--- src/pkg/cfh_pkg.sv ---
// Package with constants, states and carriers for the converter fault sequencer.
package cfh_pkg;

  localparam int unsigned CLK_MHZ = 25;
  // Cycle figures below are counted in switching cycles, marked by i_sense.cyc_start.
  localparam int unsigned OVL_LIMIT = 512;
  localparam int unsigned HICCUP_CYCLES = 16384;
  localparam int unsigned CNT_W = 15;
  localparam logic [CNT_W-1:0] CNT_ZERO = 15'h0000;
  localparam logic [CNT_W-1:0] CNT_ONE = 15'h0001;

  typedef enum logic [2:0] {
    ST_DISCHARGE,
    ST_RUN,
    ST_OVL_HICCUP,
    ST_THERM_HOT,
    ST_THERM_HICCUP
  } cfh_state_t;

  typedef struct packed {
    logic cyc_start;
    logic peak_hit;
    logic ls_src_oc;
    logic ls_sink_oc;
    logic overload;
    logic over_temp;
  } cfh_sense_t;

  typedef struct packed {
    logic hs_on;
    logic ls_on;
  } cfh_gate_t;

endpackage : cfh_pkg

--- src/cfh_cycle_counter.sv ---
// Saturating cycle counter advanced on switching cycle starts.
`timescale 1ns/10ps
module cfh_cycle_counter (
  input wire logic i_clk,
  input wire logic i_rst_b,
  input wire logic i_clear,
  input wire logic i_step,
  output logic [cfh_pkg::CNT_W-1:0] o_count
);

  typedef struct packed {
    logic [cfh_pkg::CNT_W-1:0] count;
  } cfh_cnt_state_t;

  cfh_cnt_state_t state_reg;
  cfh_cnt_state_t state_next;

  always_comb begin
    state_next = state_reg;
    if (i_clear) begin
      state_next.count = cfh_pkg::CNT_ZERO;
    end else if (i_step && (state_reg.count != {cfh_pkg::CNT_W{1'b1}})) begin
      state_next.count = state_reg.count + cfh_pkg::CNT_ONE;
    end
  end

  always_ff @(posedge i_clk or negedge i_rst_b) begin
    if (!i_rst_b) begin
      state_reg <= '0;
    end else begin
      state_reg <= state_next;
    end
  end

  assign o_count = state_reg.count;

endmodule : cfh_cycle_counter

--- src/cfh_fault_sequencer.sv ---
// Cycle-by-cycle protection and hiccup sequencing for the switch gates.
// Operation
// - Peak current ends high-side on-time.
// - Low-side source limit skips next high-side.
// - High-side resumes only below source limit.
// - Sink limit turns both off till next.
// - Over 512 overload cycles shuts down.
// - Overload hiccup waits 16384 cycles, restarts.
// - Over-temperature stops switching immediately.
// - Temperature clearing starts thermal hiccup timer.
// - Thermal restart after 16384 counted cycles.
// - Restart waits for soft ramp discharged.
`timescale 1ns/10ps
module cfh_fault_sequencer (
  input wire logic i_clk,
  input wire logic i_rst_b,
  input wire cfh_pkg::cfh_sense_t i_sense,
  input wire logic i_soft_ramp_pin_low,
  output cfh_pkg::cfh_gate_t o_gate,
  output logic o_soft_ramp_discharge,
  output logic o_switching,
  output logic o_shutdown
);

  typedef struct packed {
    cfh_pkg::cfh_state_t st;
    logic [9:0] ovl_cnt;
    logic skip_hs;
    logic hs_on;
    logic ls_on;
    logic sink_off;
  } cfh_seq_state_t;

  cfh_seq_state_t state_reg;
  cfh_seq_state_t state_next;
  logic [cfh_pkg::CNT_W-1:0] hic_count;
  logic hic_clear;
  logic hic_step;
  logic hic_done;

  // The shared hiccup counter runs only in the two waiting states.
  cfh_cycle_counter u_hiccup (
    .i_clk(i_clk),
    .i_rst_b(i_rst_b),
    .i_clear(hic_clear),
    .i_step(hic_step),
    .o_count(hic_count)
  );

  assign hic_done = ({17'h00000, hic_count} >= cfh_pkg::HICCUP_CYCLES);

  always_comb begin
    state_next = state_reg;
    hic_clear = 1'b1;
    hic_step = 1'b0;
    case (state_reg.st)
      cfh_pkg::ST_DISCHARGE: begin
        state_next.hs_on = 1'b0;
        state_next.ls_on = 1'b0;
        state_next.ovl_cnt = 10'h000;
        state_next.skip_hs = 1'b0;
        if (i_sense.over_temp) begin
          // A hot die during the discharge wait still needs its hiccup.
          state_next.st = cfh_pkg::ST_THERM_HOT;
        end else if (i_soft_ramp_pin_low) begin
          state_next.st = cfh_pkg::ST_RUN;
        end
      end
      cfh_pkg::ST_RUN: begin
        if (i_sense.cyc_start) begin
          state_next.skip_hs = i_sense.ls_src_oc;
          state_next.sink_off = 1'b0;
          state_next.hs_on = !i_sense.ls_src_oc;
          state_next.ls_on = i_sense.ls_src_oc;
          if (i_sense.overload) begin
            state_next.ovl_cnt = state_reg.ovl_cnt + 10'h001;
          end else begin
            state_next.ovl_cnt = 10'h000;
          end
        end else begin
          if (state_reg.hs_on && i_sense.peak_hit) begin
            state_next.hs_on = 1'b0;
            state_next.ls_on = !state_reg.sink_off;
          end
          if (i_sense.ls_sink_oc && !state_reg.hs_on) begin
            state_next.ls_on = 1'b0;
            state_next.sink_off = 1'b1;
          end
        end
        if ({22'h000000, state_reg.ovl_cnt} > cfh_pkg::OVL_LIMIT) begin
          state_next.st = cfh_pkg::ST_OVL_HICCUP;
          state_next.hs_on = 1'b0;
          state_next.ls_on = 1'b0;
        end
        if (i_sense.over_temp) begin
          state_next.st = cfh_pkg::ST_THERM_HOT;
          state_next.hs_on = 1'b0;
          state_next.ls_on = 1'b0;
        end
      end
      cfh_pkg::ST_OVL_HICCUP: begin
        hic_clear = 1'b0;
        hic_step = i_sense.cyc_start;
        if (i_sense.over_temp) begin
          state_next.st = cfh_pkg::ST_THERM_HOT;
        end else if (hic_done) begin
          state_next.st = cfh_pkg::ST_DISCHARGE;
        end
      end
      cfh_pkg::ST_THERM_HOT: begin
        if (!i_sense.over_temp) begin
          state_next.st = cfh_pkg::ST_THERM_HICCUP;
        end
      end
      cfh_pkg::ST_THERM_HICCUP: begin
        hic_clear = 1'b0;
        hic_step = i_sense.cyc_start;
        if (i_sense.over_temp) begin
          state_next.st = cfh_pkg::ST_THERM_HOT;
        end else if (hic_done) begin
          state_next.st = cfh_pkg::ST_DISCHARGE;
        end
      end
      default: begin
        state_next.st = cfh_pkg::ST_DISCHARGE;
      end
    endcase
    if (i_sense.over_temp) begin
      state_next.hs_on = 1'b0;
      state_next.ls_on = 1'b0;
    end
  end

  always_ff @(posedge i_clk or negedge i_rst_b) begin
    if (!i_rst_b) begin
      state_reg <= '0;
    end else begin
      state_reg <= state_next;
    end
  end

  // Gates are registered so a comparator glitch never reaches a switch.
  assign o_gate.hs_on = state_reg.hs_on;
  assign o_gate.ls_on = state_reg.ls_on;
  assign o_soft_ramp_discharge = (state_reg.st != cfh_pkg::ST_RUN);
  assign o_switching = (state_reg.st == cfh_pkg::ST_RUN);
  assign o_shutdown = (state_reg.st != cfh_pkg::ST_RUN) &&
                      (state_reg.st != cfh_pkg::ST_DISCHARGE);

endmodule : cfh_fault_sequencer

--- config.mk ---
export PLATFORM = sky130hd
export DESIGN_NAME = cfh_fault_sequencer
export DESIGN_NICKNAME = d
export VERILOG_FILES = /design/src/pkg/cfh_pkg.sv /design/src/cfh_cycle_counter.sv /design/src/cfh_fault_sequencer.sv
export SDC_FILE = /design/constraint.sdc
export NUM_CORES = 1
export LEC_CHECK = 0
export ABC_AREA = 1
export ABC_CLOCK_PERIOD_IN_PS = 1910
export BUFFER_PORTS_ARGS = -buffer_cell sky130_fd_sc_hd__buf_2
export CORE_MARGIN = 3
export CORE_UTILIZATION = 60
export CTS_CLUSTER_SIZE = 12
export DETAILED_ROUTE_END_ITERATION = 12
export PLACE_DENSITY = 0.79
export SYNTH_ARGS = -nofsm -noshare
export SYNTH_HDL_FRONTEND = slang
export SYNTH_SLANG_ARGS = --single-unit
--- constraint.sdc ---
create_clock -name i_clk -period 1.91 [get_ports i_clk]
set_clock_uncertainty 0.2 [all_clocks]
set_input_delay 0.382 -clock i_clk [delete_from_list [all_inputs] [get_ports i_clk]]
set_output_delay 0.382 -clock i_clk [all_outputs]
set_load 0.005 [all_outputs]
==> impl_metrics.tcl <==
set metrics [dict create \
    cts.sinks 31 \
    slew_headroom_pct 74.2 \
    antenna_found_initial 0 \
    coreArea_um2 3130 \
    async_flop_share_pct 100 \
    drv_slew 0 \
    timing.max_cap.violations 0 \
    antenna_cells 0 \
    timing.fmax_ghz 0.545 \
    dp_cells 337 \
    synth-seq-cells 31 \
    synth_flop_cell "dfrtp_1" \
    drcViolationCount 0 \
    mappedNetlistNets 298 \
    hp-class "in -> reg" \
    ir_worst_vdd_v 0.000495 \
    synth.yosys.warnings 0 \
    place.gp.congestion 0.931 \
    syn_to_final_growth_pct 13.6 \
    cts_buffers 5 \
    ys_seq_area_share_pct 38.4 \
    track_usage_pct 22.1 \
    nFillCells 261 \
    p_leak_nw 1.18 \
    grt_pass1_vias 1664 \
    tightest_slew_ns 0.387 \
    die_h_um 64.0 \
    drive_gt1_share_pct 15.2 \
    finalCriticalPeriod_ns 1.84 \
    power.density_nw_per_um2 1030 \
    crit_arrival_ns 1.25 \
    synth_top_area_share_pct 38.4 \
    hold_viol_final 0 \
    synth_area_leaders "dfrtp_1 38%, nand2_1 17%, nand3_1 7.4%" \
    status "finished clean" \
    die_area_um2 4100 \
    drt-initial-drc-count 92 \
    die_x_um 64.0 \
    start_util_pct 64.6 \
    portBuffers 13 \
    slowest_stage "dfrtp_2" \
    grt_max_degree 32 \
    finalHoldWorstSlack_ns 0.120 \
    cts-root-buf "clkbuf_4" \
    start_kind "flip-flop" \
    critical_path_class "reg -> out" \
    grt_overflow 0 \
    syn_area_um2 2020 \
    critical_path_required_ns 1.33 \
    clock_path_buffers 2 \
    path_max_fanout 5 \
    fin_tns_setup_ns 0 \
    largest_register_ffs 15 \
    drt-total-wl_mm 4.13 \
    clk_latency_ns 0.33 \
    io_pins 14 \
    final_cell_mix "91 x nand2_1, 31 x inv_1, 29 x nand3_1, 29 x dfrtp_1, 25 x nor2_1" \
    synth.avg_cell_area_um2 7.06 \
    worstPathCellList "nor2_4 -> nand2_2 -> inv_2 -> buf_2" \
    worst-path-buf-inv 2 \
    cts_tree "yes" \
    setup_viol 0 \
    post-route-period-util_pct 96.1 \
    wire_per_inst_um 11.7 \
    critPathMaxStageDelay_ns 0.46 \
    synth_enable_flop_cells 0 \
    netlist_instances 286 \
    fp-row-count 20 \
    layout_commonest_cell "nand2_1" \
    layout.nets 320 \
    synth_area_leader_cell "dfrtp_1" \
    viasPerCell 5.25 \
    h-tree-depth 2 \
    ant_nets 0 \
    rsz0062_at_grt "false" \
    hpwlAfterDp_mm 2.89 \
    dr.pass1.iters 5 \
    vias 1852 \
    grt_pass1_wl_mm 7.18 \
    cp-end-kind "primary output" \
    clkTransAtPathRegs_ns 0.12 \
    post_layout_nonfiller_instances 353 \
    yosysUniqueCellTypes 26 \
    crit_family "flip-flops" \
]
cell type report:
type | count | area (um^2) | area share, %
multi-input combinational | 213 | 1060 | 46.4
clock inverter | 2 | 60.1 | 2.62
sequential | 31 | 778 | 33.9
tap | 44 | 55.1 | 2.40
inverter | 34 | 128 | 5.56
timing repair buffer | 23 | 168 | 7.31
clock buffer | 6 | 41.3 | 1.80
cells by family (layout without fill, tap and decap cells):
family	after synthesis	after routing	synth area share, %
flip-flops	31	31	38.4
adder cells (fa/ha/maj)	3	3	1.86
XOR/XNOR	6	6	2.60
AND/OR/NAND/NOR	181	181	40.8
AO/OA/AOI/OAI	23	23	7.19
buffers and inverters	42	65	9.17
per-stage QoR:
stage	util (%)	cell area (um^2)	power, mW	setup WS (ns)
after floorplan	-	2020	1.45	0.245
after global placement	67.0	2100	1.62	0.0899
after detailed placement	67.0	2100	1.63	0.0324
after CTS	70.6	2210	2.28	0.0183
after global routing	73.3	2290	2.56	0.0000506
final	73.3	2290	2.37	0.0742
layer usage:
metal	track usage, %	vias up	share of wire, %
li1	-	968	-
met5	0	-	0
met1	28.2	843	46
met3	4.22	5	3.7
met4	8.63	0	1.3
met2	36.9	36	49
cells in the mapped netlist, types with 4 or more instances:
| cell type | n |
|---|---|
| o21bai_1 | 4 |
| inv_1 | 32 |
| dfrtp_1 | 31 |
| buf_2 | 4 |
| a21oi_1 | 6 |
| nand2_1 | 91 |
| nor3_1 | 6 |
| nand4_1 | 17 |
| o21ai_0 | 9 |
| nor2_1 | 25 |
| nor2_4 | 4 |
| xor2_1 | 6 |
| nand3_1 | 30 |
path summary, 6_finish.rpt:
| check | startpoint | to | slack, ns | cells past startpoint |
|---|---|---|---|---|
| setup / recovery | state_reg[16] | o_switching | 0.07 | 4 |
| hold / removal | i_sense[3] | o_gate[1] | 0.12 | 3 |
| setup reg to reg | u_hiccup.o_count[1] | u_hiccup.o_count[4] | 0.14 | 9 |
| hold reg to reg | o_gate[0] | o_gate[0] | 0.28 | 2 |
| max in group asynchronous | i_rst_b | state_reg[16] | 0.80 | 3 |
| min in group asynchronous | i_rst_b | state_reg[8] | 0.38 | 3 |
power by group:
group          internal, mW  switching (mW)
Sequential            0.735          0.0799
Combinational         0.329           0.580
Clock                 0.409           0.238
Total                  1.47           0.898
timing repair:
| action | in CTS | in global routing |
|---|---|---|
| pin swaps | 0 | 4 |
| hold buffers | 1 | 0 |
| buffers inserted | 0 | 7 |
| cloned | 0 | 0 |
| endpoints found under the hold margin | 31 | 0 |
| resized for setup | 1 | 3 |
| endpoints found under the setup margin | 1 | 16 |
worst reg2reg max path, cell delays in order (launching register included):
cell and delay, ns:
dfrtp_1 0.40, ha_1 0.22, nand3_2 0.12, inv_2 0.09, nand2_1 0.12, nor2_2 0.17
nor2_4 0.06, buf_12 0.14, nand3b_1 0.07, nand2_1 0.05
Power figures use the tool's default switching activity.
